[config.mk]
export PLATFORM = sky130hd
export DESIGN_NAME = ee_slave
export DESIGN_NICKNAME = d
export VERILOG_FILES = /design/src/hdl/ee_pkg.sv /design/src/hdl/ee_slave.sv /design/src/hdl/ee_fifo.sv
export SDC_FILE = /design/constraint.sdc
export NUM_CORES = 1
export LEC_CHECK = 0
export BUFFER_PORTS_ARGS = -buffer_cell sky130_fd_sc_hd__buf_2
export CAP_MARGIN = 10
export CORE_MARGIN = 2
export CORE_UTILIZATION = 40
export CTS_CLUSTER_SIZE = 24
export DETAILED_ROUTE_END_ITERATION = 7
export PLACE_DENSITY = 0.6
export SLEW_MARGIN = 10
export SYNTH_ARGS = -nofsm -noshare
export SYNTH_HDL_FRONTEND = slang
export SYNTH_HIERARCHICAL = 1
export SYNTH_SLANG_ARGS = --single-unit
[constraint.sdc]
create_clock -name clock -period 8.55 [get_ports clock]
set_input_delay 0.855 -clock clock [delete_from_list [all_inputs] [get_ports clock]]
set_output_delay 0.855 -clock clock [all_outputs]
set_load 0.05 [all_outputs]
[src/hdl/ee_pkg.sv]
/*
  constants, types and state encodings shared by the 16-byte two-wire
  serial memory slave, its write-request fifo and its top level.
  assumes a 100 MHz system clock; the bus lines arrive asynchronously.
*/
package ee_pkg;

  // system clock and the self-timed write cycle
  localparam int CLK_MHZ     = 100;
  localparam int TWC_MS      = 4;                      // write cycle, ms
  localparam int TWC_CYCLES  = TWC_MS * 1000 * CLK_MHZ; // 400000 cycles

  // array geometry
  localparam int BYTE_BITS   = 8;
  localparam int ADDR_BITS   = 4;
  localparam int MEM_WORDS   = 16;
  localparam int FIFO_DEPTH  = 16;

  // control byte layout
  localparam int CODE_MSB    = 7;
  localparam int CODE_LSB    = 4;
  localparam int RW_BIT      = 0;
  localparam int LAST_BIT    = 7;                      // bit index of bit 8

  // value is arbitrary, set the real device-type code per product
  localparam logic [3:0] DEV_CODE_DEF = 4'h5;

  // values after reset
  localparam logic [3:0] PTR_RST = 4'h0;
  localparam logic [3:0] CNT_RST = 4'h0;
  localparam logic [7:0] BYTE_RST = 8'h00;

  typedef enum {
    S_IDLE, S_RX, S_ACK, S_TX, S_TXACK, S_TXLD
  } ee_state_e;

  // which byte of a command is being received
  typedef enum {
    B_CTRL, B_ADDR, B_DATA
  } ee_role_e;

  // one pending array write
  typedef struct packed {
    logic [3:0] addr;
    logic [7:0] data;
  } ee_wreq_s;

endpackage : ee_pkg

[src/hdl/ee_slave.sv]
/*
  two-wire serial memory slave, 16 bytes of 8 bits, with byte write,
  self-timed write cycle, acknowledge polling and three read forms.
  assumes scl and sda arrive from the bus asynchronously, sda is an
  open-drain line resolved outside, and the master owns the clock.
*/
// Summary of operation
// - a write starts with START, device code, three ignored bits, rw low
// - a matching control byte is acknowledged unless a write cycle runs
// - the byte after a write control byte loads the address pointer
// - only the low four address bits count, upper four are ignored
// - address and data bytes are acknowledged, then the master sends STOP
// - STOP after a full byte write starts the write cycle, acks withheld
// - after a byte write the pointer stays at the written address
// - STOP before the write sequence completes abandons it, nothing stored
// - extra whole data bytes replace the loaded byte and refill the buffer
// - STOP inside a later partial data byte aborts, nothing stored
// - polling is not acknowledged while busy, acknowledged once done
// - rw high selects a read; current, random and sequential reads exist
// - after a read the pointer holds last read address plus one
// - a read control byte is acked, then data goes out msb first
// - master nacks and sends STOP to end a read; device stops sending
// - random read is a cut-short write then a read; pointer is kept
// - after a random read the pointer is at the next location
// - each master ack in a sequential read fetches the next byte
// - the pointer increments by one at the end of each byte read
// - the upper four control bits are compared, next three ignored
// - START is sda falling with scl high, STOP sda rising with scl high
// - on a master nack the device releases sda high
`timescale 1ns/100ps
module ee_slave #(
  parameter logic [3:0] DEV_CODE   = ee_pkg::DEV_CODE_DEF,
  parameter int         TWC_CYCLES = ee_pkg::TWC_CYCLES,
  parameter int         FIFO_DEPTH = ee_pkg::FIFO_DEPTH
) (
  input  wire logic clock,
  input  wire logic rst_n,
  input  wire logic scl_in,
  input  wire logic sda_in,
  output logic      sda_out,
  output logic      sda_oe,
  output logic      wr_busy
);

  logic                rst_meta_reg;
  logic                rst_sync_n_reg;
  logic                scl_meta_reg, scl_sync_reg, scl_dly_reg;
  logic                sda_meta_reg, sda_sync_reg, sda_dly_reg;
  logic                scl_rise, scl_fall, start_det, stop_det;
  ee_pkg::ee_state_e   state_reg;
  ee_pkg::ee_role_e    role_reg;
  logic [3:0]          bitcnt_reg;
  logic [3:0]          txcnt_reg;
  logic [7:0]          shift_reg;
  logic [7:0]          rx_next;
  logic [7:0]          tx_shift_reg;
  logic [7:0]          data_buf_reg;
  logic                have_data_reg;
  logic                rw_reg;
  logic                ack_half_reg;
  logic                sda_oe_reg;
  logic                sda_out_reg;
  logic                wr_busy_reg;
  logic [3:0]          ptr_reg;
  logic [7:0]          mem [ee_pkg::MEM_WORDS];
  logic [7:0]          mem_rd;
  logic                bus_evt;
  logic                byte_done, tx_load, tx_done, ctrl_ok, busy_now;
  logic                commit_ok;
  logic                push_reg;
  ee_pkg::ee_wreq_s    wreq_reg;
  logic                fifo_in_ready;
  logic                fifo_out_valid;
  ee_pkg::ee_wreq_s    fifo_out;
  logic                eng_busy_reg;
  logic                eng_start;
  logic [31:0]         eng_cnt_reg;

  // reset release through two flops, assertion stays asynchronous
  always_ff @(posedge clock or negedge rst_n) begin
    if (!rst_n) begin
      rst_meta_reg   <= 1'b0;
      rst_sync_n_reg <= 1'b0;
    end else begin
      rst_meta_reg   <= 1'b1;
      rst_sync_n_reg <= rst_meta_reg;
    end
  end

  // bus lines idle high; the meta flops feed only the sync flops
  always_ff @(posedge clock or negedge rst_sync_n_reg) begin
    if (!rst_sync_n_reg) begin
      scl_meta_reg <= 1'b1;
      scl_sync_reg <= 1'b1;
      scl_dly_reg  <= 1'b1;
      sda_meta_reg <= 1'b1;
      sda_sync_reg <= 1'b1;
      sda_dly_reg  <= 1'b1;
    end else begin
      scl_meta_reg <= scl_in;
      scl_sync_reg <= scl_meta_reg;
      scl_dly_reg  <= scl_sync_reg;
      sda_meta_reg <= sda_in;
      sda_sync_reg <= sda_meta_reg;
      sda_dly_reg  <= sda_sync_reg;
    end
  end

  // edges and bus conditions, seen anywhere in a transfer
  assign scl_rise  = scl_sync_reg && !scl_dly_reg;
  assign scl_fall  = !scl_sync_reg && scl_dly_reg;
  assign start_det = scl_sync_reg && scl_dly_reg &&
                     sda_dly_reg && !sda_sync_reg;
  assign stop_det  = scl_sync_reg && scl_dly_reg &&
                     !sda_dly_reg && sda_sync_reg;
  assign bus_evt   = start_det || stop_det;

  // decode of the byte being completed and of transmit steps
  assign rx_next   = {shift_reg[6:0], sda_sync_reg};
  assign mem_rd    = mem[ptr_reg];
  assign busy_now  = eng_busy_reg || fifo_out_valid || push_reg ||
                     !fifo_in_ready;
  assign ctrl_ok   = (rx_next[ee_pkg::CODE_MSB:ee_pkg::CODE_LSB] ==
                      DEV_CODE) && !busy_now;
  assign byte_done = !bus_evt && state_reg == ee_pkg::S_RX && scl_rise &&
                     bitcnt_reg == 4'(ee_pkg::LAST_BIT);
  assign tx_load   = !bus_evt && scl_fall &&
                     ((state_reg == ee_pkg::S_ACK && ack_half_reg &&
                       role_reg == ee_pkg::B_CTRL && rw_reg) ||
                      state_reg == ee_pkg::S_TXLD);
  assign tx_done   = !bus_evt && scl_fall && state_reg == ee_pkg::S_TX &&
                     txcnt_reg == 4'(ee_pkg::BYTE_BITS);
  // a whole data byte and no loose bits after it; the stop's own scl
  // rise is always counted as one bit, so a clean stop leaves one
  assign commit_ok = state_reg == ee_pkg::S_RX &&
                     role_reg == ee_pkg::B_DATA && have_data_reg &&
                     bitcnt_reg == 4'h1;

  // protocol engine; start and stop override whatever is in progress
  always_ff @(posedge clock or negedge rst_sync_n_reg) begin
    if (!rst_sync_n_reg) begin
      state_reg     <= ee_pkg::S_IDLE;
      role_reg      <= ee_pkg::B_CTRL;
      bitcnt_reg    <= ee_pkg::CNT_RST;
      txcnt_reg     <= ee_pkg::CNT_RST;
      shift_reg     <= ee_pkg::BYTE_RST;
      tx_shift_reg  <= ee_pkg::BYTE_RST;
      data_buf_reg  <= ee_pkg::BYTE_RST;
      have_data_reg <= 1'b0;
      rw_reg        <= 1'b0;
      ack_half_reg  <= 1'b0;
      sda_oe_reg    <= 1'b0;
    end else if (start_det) begin
      state_reg     <= ee_pkg::S_RX;
      role_reg      <= ee_pkg::B_CTRL;
      bitcnt_reg    <= ee_pkg::CNT_RST;
      have_data_reg <= 1'b0;
      ack_half_reg  <= 1'b0;
      sda_oe_reg    <= 1'b0;
    end else if (stop_det) begin
      state_reg     <= ee_pkg::S_IDLE;
      have_data_reg <= 1'b0;
      ack_half_reg  <= 1'b0;
      sda_oe_reg    <= 1'b0;
    end else begin
      case (state_reg)
        ee_pkg::S_IDLE: begin
          sda_oe_reg <= 1'b0;
        end
        ee_pkg::S_RX: begin
          if (scl_rise) begin
            shift_reg <= rx_next;
            if (bitcnt_reg == 4'(ee_pkg::LAST_BIT)) begin
              bitcnt_reg <= ee_pkg::CNT_RST;
              case (role_reg)
                ee_pkg::B_CTRL: begin
                  if (ctrl_ok) begin
                    rw_reg    <= rx_next[ee_pkg::RW_BIT];
                    state_reg <= ee_pkg::S_ACK;
                  end else begin
                    state_reg <= ee_pkg::S_IDLE;
                  end
                end
                ee_pkg::B_ADDR: begin
                  role_reg  <= ee_pkg::B_DATA;
                  state_reg <= ee_pkg::S_ACK;
                end
                default: begin
                  // a later byte simply replaces the earlier one
                  data_buf_reg  <= rx_next;
                  have_data_reg <= 1'b1;
                  state_reg     <= ee_pkg::S_ACK;
                end
              endcase
            end else begin
              bitcnt_reg <= bitcnt_reg + 4'h1;
            end
          end
        end
        ee_pkg::S_ACK: begin
          if (scl_fall) begin
            if (!ack_half_reg) begin
              sda_oe_reg   <= 1'b1;
              ack_half_reg <= 1'b1;
            end else begin
              ack_half_reg <= 1'b0;
              if (role_reg == ee_pkg::B_CTRL && rw_reg) begin
                sda_oe_reg   <= !mem_rd[7];
                tx_shift_reg <= {mem_rd[6:0], 1'b0};
                txcnt_reg    <= 4'h1;
                state_reg    <= ee_pkg::S_TX;
              end else begin
                sda_oe_reg <= 1'b0;
                state_reg  <= ee_pkg::S_RX;
                if (role_reg == ee_pkg::B_CTRL) begin
                  role_reg <= ee_pkg::B_ADDR;
                end
              end
            end
          end
        end
        ee_pkg::S_TX: begin
          if (scl_fall) begin
            if (txcnt_reg != 4'(ee_pkg::BYTE_BITS)) begin
              sda_oe_reg   <= !tx_shift_reg[7];
              tx_shift_reg <= {tx_shift_reg[6:0], 1'b0};
              txcnt_reg    <= txcnt_reg + 4'h1;
            end else begin
              sda_oe_reg <= 1'b0;                        // master's ack slot
              state_reg  <= ee_pkg::S_TXACK;
            end
          end
        end
        ee_pkg::S_TXACK: begin
          if (scl_rise) begin
            // a high level is a nack: stay off the line until stop
            state_reg <= sda_sync_reg ? ee_pkg::S_IDLE
                                      : ee_pkg::S_TXLD;
          end
        end
        ee_pkg::S_TXLD: begin
          if (scl_fall) begin
            sda_oe_reg   <= !mem_rd[7];
            tx_shift_reg <= {mem_rd[6:0], 1'b0};
            txcnt_reg    <= 4'h1;
            state_reg    <= ee_pkg::S_TX;
          end
        end
        default: begin
          state_reg  <= ee_pkg::S_IDLE;
          sda_oe_reg <= 1'b0;
        end
      endcase
    end
  end

  // address pointer: loaded by a write, advanced by each byte read
  always_ff @(posedge clock or negedge rst_sync_n_reg) begin
    if (!rst_sync_n_reg) begin
      ptr_reg <= ee_pkg::PTR_RST;
    end else if (byte_done && role_reg == ee_pkg::B_ADDR) begin
      ptr_reg <= rx_next[ee_pkg::ADDR_BITS-1:0];
    end else if (tx_done) begin
      ptr_reg <= ptr_reg + 4'h1;
    end
  end

  // write request on a clean stop; the pointer is left alone here
  always_ff @(posedge clock or negedge rst_sync_n_reg) begin
    if (!rst_sync_n_reg) begin
      push_reg <= 1'b0;
      wreq_reg <= '0;
    end else begin
      push_reg      <= stop_det && commit_ok && fifo_in_ready;
      wreq_reg.addr <= ptr_reg;
      wreq_reg.data <= data_buf_reg;
    end
  end

  // the programming engine drains this; a full fifo counts as busy
  ee_fifo #(
    .WIDTH ($bits(ee_pkg::ee_wreq_s)),
    .DEPTH (FIFO_DEPTH)
  ) u_wfifo (
    .clock     (clock),
    .rst_n     (rst_sync_n_reg),
    .in_valid  (push_reg),
    .in_ready  (fifo_in_ready),
    .in_data   (wreq_reg),
    .out_valid (fifo_out_valid),
    .out_ready (!eng_busy_reg),
    .out_data  (fifo_out)
  );

  assign eng_start = !eng_busy_reg && fifo_out_valid;

  // self-timed write cycle; the array cell changes when it starts
  always_ff @(posedge clock or negedge rst_sync_n_reg) begin
    if (!rst_sync_n_reg) begin
      eng_busy_reg <= 1'b0;
      eng_cnt_reg  <= '0;
    end else if (eng_start) begin
      eng_busy_reg <= 1'b1;
      eng_cnt_reg  <= 32'(TWC_CYCLES - 1);
    end else if (eng_busy_reg) begin
      if (eng_cnt_reg == '0) begin
        eng_busy_reg <= 1'b0;
      end else begin
        eng_cnt_reg <= eng_cnt_reg - 32'h1;
      end
    end
  end

  // array content has no reset value, as in the real cells
  always_ff @(posedge clock) begin
    if (eng_start) begin
      mem[fifo_out.addr] <= fifo_out.data;
    end
  end

  // registered pins; the data pin only ever pulls low
  always_ff @(posedge clock or negedge rst_sync_n_reg) begin
    if (!rst_sync_n_reg) begin
      sda_out_reg <= 1'b0;
      wr_busy_reg <= 1'b0;
    end else begin
      sda_out_reg <= 1'b0;
      wr_busy_reg <= busy_now;
    end
  end

  assign sda_out = sda_out_reg;
  assign sda_oe  = sda_oe_reg;
  assign wr_busy = wr_busy_reg;
endmodule : ee_slave

[src/hdl/ee_fifo.sv]
/*
  synchronous valid/ready fifo with parameter width and depth.
  assumes one clock and an active-low reset already synchronised.
*/
`timescale 1ns/100ps
module ee_fifo #(
  parameter int WIDTH = 12,
  parameter int DEPTH = 16
) (
  input  wire logic             clock,
  input  wire logic             rst_n,
  input  wire logic             in_valid,
  output logic                  in_ready,
  input  wire logic [WIDTH-1:0] in_data,
  output logic                  out_valid,
  input  wire logic             out_ready,
  output logic [WIDTH-1:0]      out_data
);
  localparam int AW = $clog2(DEPTH);

  logic [WIDTH-1:0] store [DEPTH];
  logic [AW:0]      wr_ptr_reg;
  logic [AW:0]      rd_ptr_reg;
  logic             push;
  logic             pop;

  // full when the pointers differ only in the wrap bit
  assign in_ready  = (wr_ptr_reg[AW] == rd_ptr_reg[AW]) ||
                     (wr_ptr_reg[AW-1:0] != rd_ptr_reg[AW-1:0]);
  assign out_valid = (wr_ptr_reg != rd_ptr_reg);
  assign out_data  = store[rd_ptr_reg[AW-1:0]];
  assign push      = in_valid && in_ready;
  assign pop       = out_valid && out_ready;

  // storage carries no reset, only the pointers need one
  always_ff @(posedge clock) begin
    if (push) begin
      store[wr_ptr_reg[AW-1:0]] <= in_data;
    end
  end

  always_ff @(posedge clock or negedge rst_n) begin
    if (!rst_n) begin
      wr_ptr_reg <= '0;
      rd_ptr_reg <= '0;
    end else begin
      if (push) begin
        wr_ptr_reg <= wr_ptr_reg + (AW+1)'(1);
      end
      if (pop) begin
        rd_ptr_reg <= rd_ptr_reg + (AW+1)'(1);
      end
    end
  end

endmodule : ee_fifo

==> metrics.json, run 1 <==
{
  "period_needed_ns": 3.87,
  "setup_buffers_after_cts": 0,
  "dpl_cells": 1590,
  "post_synth_num_cell_types": 70,
  "tightest_slew_ns": 1.14,
  "postRouteAntennaNets": 0,
  "dominant_combinational_cell_family_by_area_after_synthesis": "multiplexers",
  "ff2ff_setup_slack_ns": 4.68,
  "fp.dieArea_sq_um": 45100,
  "row_count": 76,
  "timing.setup.critical_path_class": "reg2reg",
  "first_global_vias": 9126,
  "buffering_stage_count_on_the_worst_path_with_inverters_included": 1,
  "result_of_the_run": "finished, final reports clean",
  "critical_path.slowest_cell": "sky130_fd_sc_hd__nor3_1",
  "number_of_clock_buffers_inserted_by_tritoncts": 44,
  "post_route_setup_slack_ns": 4.68,
  "routabilityCongestion": 0.775,
  "drv.max_cap_violation_count": 0,
  "synth.ff_latch_count": 428,
  "overflow": 0,
  "period_share": 0.453,
  "yosys-mux-area-fraction": 0.127,
  "post_synth_instance_area_sq_um": 17400,
  "combPwrFrac": 0.005,
  "worst_setup_path_endpoint": "mem[8][5]$_DFFE_PP_",
  "synth_adder_area_share": 0.00792,
  "crit_cells": 5,
  "synth_area_in_compound_gates": 0.0413,
  "die_x_microns": 212,
  "cp_data_required_time_ns": 8.72,
  "syn_to_final_growth_pct": 12.7,
  "synth-edff-count": 320,
  "clockPowerShare": 0.454,
  "initial_core_util": 0.404,
  "post_synth_inst_count": 1019,
  "buffer_ports.inserted": 5,
  "final-setup-viol-count": 0,
  "routed_via_density": 5.38,
  "floorplan.die.height_microns": 212,
  "mostFrequentLayoutCell": "sky130_fd_sc_hd__edfxtp_1",
  "worst_slew_margin_relative_to_its_limit": 0.236,
  "drt-pass1-iter-count": 5,
  "placedInstanceArea_sq_um": 18200,
  "detail_route.drc_violations": 0,
  "antenna_violations_before_repair": 0,
  "post-dp-hpwl_microns": 21400,
  "r2r_start": "u_wfifo/rd_ptr_reg[1]$_DFFE_PN0P_",
  "syn_area_per_cell_sq_um": 17.1,
  "p_per_area_nw_per_um2": 210,
  "grt_pass1_wl_microns": 54800,
  "grt_setup_unrepaired": "no",
  "cts.root.buffer_cell": "sky130_fd_sc_hd__clkbuf_16",
  "routed_wire_length_per_instance_microns": 21.2,
  "hold_class": "in2async",
  "sw_share": 0.197,
  "cts_repair_resize_count": 0,
  "io_pins": 7,
  "max-clock-path-buffers": 3,
  "worst_setup_path_end_kind": "flop",
  "layout_common_cells": "sky130_fd_sc_hd__edfxtp_1 (320), sky130_fd_sc_hd__dfrtp_1 (98), sky130_fd_sc_hd__nand2_1 (90), sky130_fd_sc_hd__mux4_2 (64), sky130_fd_sc_hd__nor2_1 (61)",
  "setup_total_negative_slack_ns": 0,
  "leakagePower_uw": 0.00576,
  "share_of_the_synthesized_netlist_area_taken_by_xor_and_xnor_gates": 0.0166,
  "path_cells": "buf_4 > mux4_1 > a22oi_1 > nand2_1 > nor3_1",
  "critical-path-top-delay-family": "simple AND/OR/NAND/NOR gates",
  "num_antenna_cells": 0,
  "post-route-cell-area_sq_um": 19600,
  "flip_flop_count_of_the_largest_register_after_layout": 192,
  "synth-seq-area-share": 0.709,
  "post-route-util": 0.456,
  "tritoncts": "yes",
  "yosys_most_used_dff": "sky130_fd_sc_hd__edfxtp_1",
  "netlist_top_cells_area": "sky130_fd_sc_hd__edfxtp_1 (55%), sky130_fd_sc_hd__dfrtp_1 (15%), sky130_fd_sc_hd__mux4_2 (8.3%), sky130_fd_sc_hd__mux4_1 (3.3%), sky130_fd_sc_hd__nand2_1 (1.9%)",
  "total_via_count_in_the_routed_design": 8977,
  "ys_async_sr_fraction": 0.252,
  "power.sequential.fraction": 0.541,
  "slew_violations": 0,
  "timing.critical_path.slowest_cell_delay_ns": 0.97,
  "cts.sinks": 428,
  "yosys.area.top_type_share": 0.553,
  "synthesis.yosys.warnings": 6,
  "start_kind": "flop",
  "grt_util_all_layers": 0.162,
  "post_synth_and_or_nand_nor_area_fraction": 0.0807,
  "clock_skew_ns": 0.0202,
  "core-area_sq_um": 43000,
  "layoutNonFillerInstCount": 1670,
  "cellInternalPower_uw": 3310,
  "finalWirelength_microns": 35400,
  "vdd_ir_drop_max_uv": 167,
  "worst_ep_arrival_time_ns": 4.04,
  "pin_count_of_the_biggest_net_entering_global_routing": 60,
  "finish.net_count": 1066,
  "htree_num_levels": 2,
  "number_of_cells_on_the_worst_reg_to_reg_path": 5,
  "hold_buf_cts": 0,
  "fillers": 3756,
  "power_switching_uw": 813,
  "rr_endpoint": "mem[8][5]$_DFFE_PP_",
  "final-hold-violation-count": 0,
  "critical_path.startpoint": "u_wfifo/rd_ptr_reg[1]$_DFFE_PN0P_",
  "max_freq_mhz": 258,
  "synth.largest_area_cell": "sky130_fd_sc_hd__edfxtp_1",
  "drt-initial-drc-count": 682,
  "critical_path.max_fanout": 37,
  "cts.clk_slew.worst_paths_ns": 0.06,
  "clk_latency_ns": 0.56,
  "post_route_cells_drive_above_1_share": 0.189,
  "dpl_worst_slack_ns": 4.34,
  "net_count_synth": 1034
}
per-layer routing:
metal  wire (microns)  part of all wire  global-route usage
met4              890             0.025              0.0485
met3             1550             0.044              0.0251
met2            17000              0.48               0.261
met5                0                 0                   0
met1            16000              0.45               0.230
through the flow:
stage | hold WS [ns] | power (uW)
floorplan | 0.331 | 2280
global placement | 0.336 | 2290
detailed placement | 0.336 | 2290
CTS | 0.0651 | 4170
global route | 0.0624 | 4260
finish | 0.0888 | 4120
power by group through the flow:
stage	clock network, uW	logic (uW)	registers (uW)
final	1870	19.2	2230
after global routing	2000	23.0	2230
after CTS	1910	19.7	2230
after detailed placement	0	19.7	2270
after global placement	0	19.5	2270
after floorplan	0	12.8	2270
Yosys cell counts, types with 3 or more instances:
cell type,n
sky130_fd_sc_hd__o31ai_1,7
sky130_fd_sc_hd__xnor2_1,14
sky130_fd_sc_hd__buf_4,3
sky130_fd_sc_hd__dfstp_2,6
sky130_fd_sc_hd__mux2_1,3
sky130_fd_sc_hd__o21ai_1,3
sky130_fd_sc_hd__dfrtp_1,102
sky130_fd_sc_hd__nor2b_1,11
sky130_fd_sc_hd__nor4_1,11
sky130_fd_sc_hd__mux4_1,22
sky130_fd_sc_hd__or4_1,5
sky130_fd_sc_hd__buf_2,8
sky130_fd_sc_hd__buf_6,7
sky130_fd_sc_hd__clkbuf_1,24
sky130_fd_sc_hd__and3b_1,3
sky130_fd_sc_hd__nor2_1,61
sky130_fd_sc_hd__nand4_1,7
sky130_fd_sc_hd__nand2b_1,9
sky130_fd_sc_hd__mux2_2,10
sky130_fd_sc_hd__o22ai_1,4
sky130_fd_sc_hd__nor3_1,26
sky130_fd_sc_hd__a31oi_1,10
sky130_fd_sc_hd__nand2_1,90
sky130_fd_sc_hd__o21ai_0,16
sky130_fd_sc_hd__o211ai_1,5
sky130_fd_sc_hd__a21oi_1,15
sky130_fd_sc_hd__nand3_1,22
sky130_fd_sc_hd__mux2i_1,4
sky130_fd_sc_hd__and2_1,3
sky130_fd_sc_hd__mux4_2,64
sky130_fd_sc_hd__buf_1,3
sky130_fd_sc_hd__and3_1,4
sky130_fd_sc_hd__inv_1,13
sky130_fd_sc_hd__xor2_1,19
sky130_fd_sc_hd__nand3b_1,7
sky130_fd_sc_hd__a22oi_1,25
sky130_fd_sc_hd__edfxtp_1,320
sky130_fd_sc_hd__ha_1,11
kinds of logic after synthesis:
family,Yosys count
DFF,428
and+or+nand+nor,278
AOI/OAI and AO/OA,105
muxes,103
buffers and inverters,59
xor gates and xnor gates,33
adders and majority gates,11
other,2
how the worst min path moves through the flow:
stage | to | slack, ns | cells past startpoint
6_report | rst_sync_n_reg$_DFF_PN0_ | 0.09 | 1
5_1_grt | rst_sync_n_reg$_DFF_PN0_ | 0.06 | 1
4_1_cts | rst_sync_n_reg$_DFF_PN0_ | 0.07 | 1
3_5_place_dp | rst_sync_n_reg$_DFF_PN0_ | 0.34 | 0
3_3_place_gp | rst_sync_n_reg$_DFF_PN0_ | 0.34 | 0
2_1_floorplan | rst_sync_n_reg$_DFF_PN0_ | 0.33 | 0
layout make-up:
| type | count | area (sq um) | area share |
|---|---|---|---|
| Tap cell | 585 | 732 | 0.0374 |
| Sequential cell | 428 | 12300 | 0.629 |
| Inverter | 13 | 48.8 | 0.00249 |
| Clock buffer | 56 | 1160 | 0.0590 |
| Clock inverter | 24 | 250 | 0.0128 |
| Timing Repair Buffer | 32 | 228 | 0.0116 |
| Multi-Input combinational cell | 532 | 4850 | 0.247 |
Note: power is estimated with default switching activity, not from simulation.
==> inputs of run 2 (changes only) <==
--- a/config.mk
+++ b/config.mk
@@ -11,7 +11,7 @@
 export CORE_UTILIZATION = 40
 export CTS_CLUSTER_SIZE = 24
 export DETAILED_ROUTE_END_ITERATION = 7
-export PLACE_DENSITY = 0.6
+export PLACE_DENSITY = 0.62
 export SLEW_MARGIN = 10
 export SYNTH_ARGS = -nofsm -noshare
 export SYNTH_HDL_FRONTEND = slang
==> constraint.sdc (replaced) <==
create_clock -name clock -period 3.45 [get_ports clock]
set_input_delay 0.345 -clock clock [delete_from_list [all_inputs] [get_ports clock]]
set_output_delay 0.345 -clock clock [all_outputs]
set_load 0.05 [all_outputs]
==> run 2 against run 1 <==
Effect of this change: clock power grew to 2.9 times the previous value; die area stayed put; count of clock-buffer cells in the layout is 7 lower; sequential power is 150% higher; core utilization is 1.1 points higher; critical path type unchanged.
==> metrics.json, run 2 (synthesis results as in run 1) <==
{
  "final-hold-violation-count": {"value": 0, "change": "unchanged"},
  "grt_setup_unrepaired": "no",
  "drv.max_cap_violation_count": {"value": 0, "change": "unchanged"},
  "num_antenna_cells": {"value": 0, "change": "unchanged"},
  "worst_slew_margin_relative_to_its_limit": {"value": 0.186, "change": "-0.0500"},
  "clock_skew": {"value": 0.0215, "unit": "ns", "change": "+0.00134 ns"},
  "row_count": {"value": 76, "change": "unchanged"},
  "timing.setup.critical_path_class": "reg2reg",
  "finalWirelength": {"value": 34900, "unit": "microns", "change": "-1.5%"},
  "p_per_area": {"value": 548, "unit": "nW/um^2", "change": "+160%"},
  "worst_ep_arrival_time": {"value": 3.27, "unit": "ns", "change": "-0.77 ns"},
  "routed_via_density": {"value": 5.34, "change": "-0.60%"},
  "postRouteAntennaNets": {"value": 0, "change": "unchanged"},
  "tritoncts": "yes",
  "layout_common_cells": "sky130_fd_sc_hd__edfxtp_1 (320), sky130_fd_sc_hd__dfrtp_1 (98), sky130_fd_sc_hd__nand2_1 (90), sky130_fd_sc_hd__mux4_2 (64), sky130_fd_sc_hd__nor2_1 (61)",
  "period_share": {"value": 0.892, "change": "+0.439"},
  "core-area": {"value": 43000, "unit": "sq um", "change": "unchanged"},
  "tightest_slew": {"value": 1.21, "unit": "ns", "change": "+0.0772 ns"},
  "period_needed": {"value": 3.08, "unit": "ns", "change": "-0.794 ns"},
  "buffer_ports.inserted": {"value": 5, "change": "unchanged"},
  "layoutNonFillerInstCount": {"value": 1694, "change": "+1.4%"},
  "antenna_violations_before_repair": {"value": 1, "change": "+1"},
  "total_via_count_in_the_routed_design": {"value": 9051, "change": "+0.82%"},
  "routed_wire_length_per_instance": {"value": 20.6, "unit": "microns", "change": "-2.9%"},
  "post-dp-hpwl": {"value": 22100, "unit": "microns", "change": "+3.1%"},
  "hold_class": "in2async",
  "power": {"value": 11000, "unit": "uW", "change": "+170%"},
  "floorplan.die.height": {"value": 212, "unit": "microns", "change": "unchanged"},
  "critical_path.max_fanout": {"value": 11, "change": "-70%"},
  "worst_setup_path_end_kind": "flop",
  "slew_violations": {"value": 0, "change": "unchanged"},
  "result_of_the_run": "finished, final reports clean",
  "drt-initial-drc-count": {"value": 763, "change": "+12%"},
  "flip_flop_count_of_the_largest_register_after_layout": {"value": 192, "change": "unchanged"},
  "max_freq": {"value": 325, "unit": "MHz", "change": "+26%"},
  "cts.sinks": {"value": 428, "change": "unchanged"},
  "vdd_ir_drop_max": {"value": 296, "unit": "uV", "change": "+77%"},
  "tightest_hold_margin": {"value": 0.0929, "unit": "ns", "change": "+0.00415 ns"},
  "drt-pass1-iter-count": {"value": 5, "change": "unchanged"},
  "overflow": {"value": 0, "change": "unchanged"},
  "mostFrequentLayoutCell": "sky130_fd_sc_hd__edfxtp_1",
  "cts.root.buffer_cell": "sky130_fd_sc_hd__clkbuf_16",
  "grt_util_all_layers": {"value": 0.160, "change": "-0.00244"},
  "start_kind": "flop",
  "grt_pass1_wl": {"value": 54700, "unit": "microns", "change": "-0.14%"},
  "detail_route.drc_violations": {"value": 0, "change": "unchanged"},
  "cts.clk_slew.worst_paths": {"value": 0.06, "unit": "ns", "change": "about the same"},
  "die_x": {"value": 212, "unit": "microns", "change": "unchanged"},
  "fp.dieArea": {"value": 45100, "unit": "sq um", "change": "unchanged"},
  "clk_latency": {"value": 0.56, "unit": "ns", "change": "about the same"},
  "io_pins": {"value": 7, "change": "unchanged"},
  "cp_data_required_time": {"value": 3.64, "unit": "ns", "change": "-5.08 ns"},
  "leakagePower": {"value": 0.00601, "unit": "uW", "change": "+4.5%"},
  "setup_total_negative_slack": {"value": 0, "unit": "ns", "change": "unchanged"},
  "routabilityCongestion": {"value": 0.756, "change": "-2.3%"},
  "first_global_vias": {"value": 9163, "change": "+0.41%"},
  "number_of_clock_buffers_inserted_by_tritoncts": {"value": 44, "change": "unchanged"},
  "syn_to_final_growth_pct": 15.4,
  "htree_num_levels": {"value": 2, "change": "unchanged"},
  "initial_core_util": {"value": 0.404, "change": "unchanged"},
  "pin_count_of_the_biggest_net_entering_global_routing": {"value": 58, "change": "-3.3%"},
  "post_route_cells_drive_above_1_share": {"value": 0.210, "change": "+0.0212"},
  "final-setup-viol-count": {"value": 0, "change": "unchanged"},
  "setup_buffers_after_cts": {"value": 0, "change": "unchanged"},
  "max-clock-path-buffers": {"value": 3, "change": "unchanged"},
  "dpl_cells": {"value": 1609, "change": "+1.2%"},
  "finish.net_count": {"value": 1088, "change": "+2.1%"}
}
==> run 2: cell types whose count changed in the layout (fill, tap and decap cells not counted), sizes merged <==
cell,delta
buf,+19
bufinv,+10
clkbuf,-7
dlygate4sd3,+3
clkinvlp,-1
==> run 2: power breakdown <==
group	switching, uW	internal [uW]	total (uW)
sequential	30.9	5500	5530
clock	1970	3440	5400
combinational	36.1	18.8	54.9
==> run 2: through the flow <==
step / cell area, sq um / utilization / setup WS, ns
floorplan: 17400 / - / 0.229
global placement: 18400 / 0.427 / 0.420
detailed placement: 18400 / 0.427 / 0.389
CTS: 20000 / 0.466 / 0.395
global route: 20100 / 0.467 / 0.199
finish: 20100 / 0.467 / 0.373
==> run 2: critical path, cell delays in order (launching register included) <==
cell and delay, ns:
sky130_fd_sc_hd__dfrtp_2 0.48, sky130_fd_sc_hd__buf_4 0.27, sky130_fd_sc_hd__mux4_1 0.57, sky130_fd_sc_hd__a22oi_1 0.24, sky130_fd_sc_hd__nand2_1 0.14, sky130_fd_sc_hd__or3_1 0.41, sky130_fd_sc_hd__nor2_1 0.58
==> run 2: repair_timing <==
item | 4_1_cts | 5_1_grt
endpoints found under the hold margin | 4 | 0
gates resized for setup | 0 | 0
hold buffers | 3 | 0
==> run 2: layout make-up <==
type / instances / area (sq um)
tap: 585 / 732
timing repair buffer: 54 / 438
inverter: 13 / 48.8
clock buffer: 49 / 1140
clock inverter: 33 / 522
multi-input combinational: 532 / 4850
sequential: 428 / 12300
fill: 3663 / 22900
==> run 2: final timing paths <==
| kind | start | endpoint | slack [ns] | cells after the start |
|---|---|---|---|---|
| max | u_wfifo/rd_ptr_reg[1]$_DFFE_PN0P_ | mem[2][3]$_DFFE_PP_ | 0.37 | 6 |
| min | rst_n | rst_sync_n_reg$_DFF_PN0_ | 0.09 | 2 |
| max reg2reg | u_wfifo/rd_ptr_reg[1]$_DFFE_PN0P_ | mem[2][3]$_DFFE_PP_ | 0.37 | 6 |
| min reg2reg | rst_meta_reg$_DFF_PN0_ | rst_sync_n_reg$_DFF_PN0_ | 0.35 | 0 |
| max in group asynchronous | rst_sync_n_reg$_DFF_PN0_ | scl_sync_reg$_DFF_PN1_ | 2.26 | 1 |
| min in group clock | rst_meta_reg$_DFF_PN0_ | rst_sync_n_reg$_DFF_PN0_ | 0.35 | 0 |
==> run 2: metal layers <==
metal	vias to the layer above	track usage	part of all wire
li1	4120	-	-
met1	4749	0.220	0.45
met3	41	0.0256	0.037
met4	0	0.0482	0.018
met2	141	0.263	0.49
met5	-	0	0
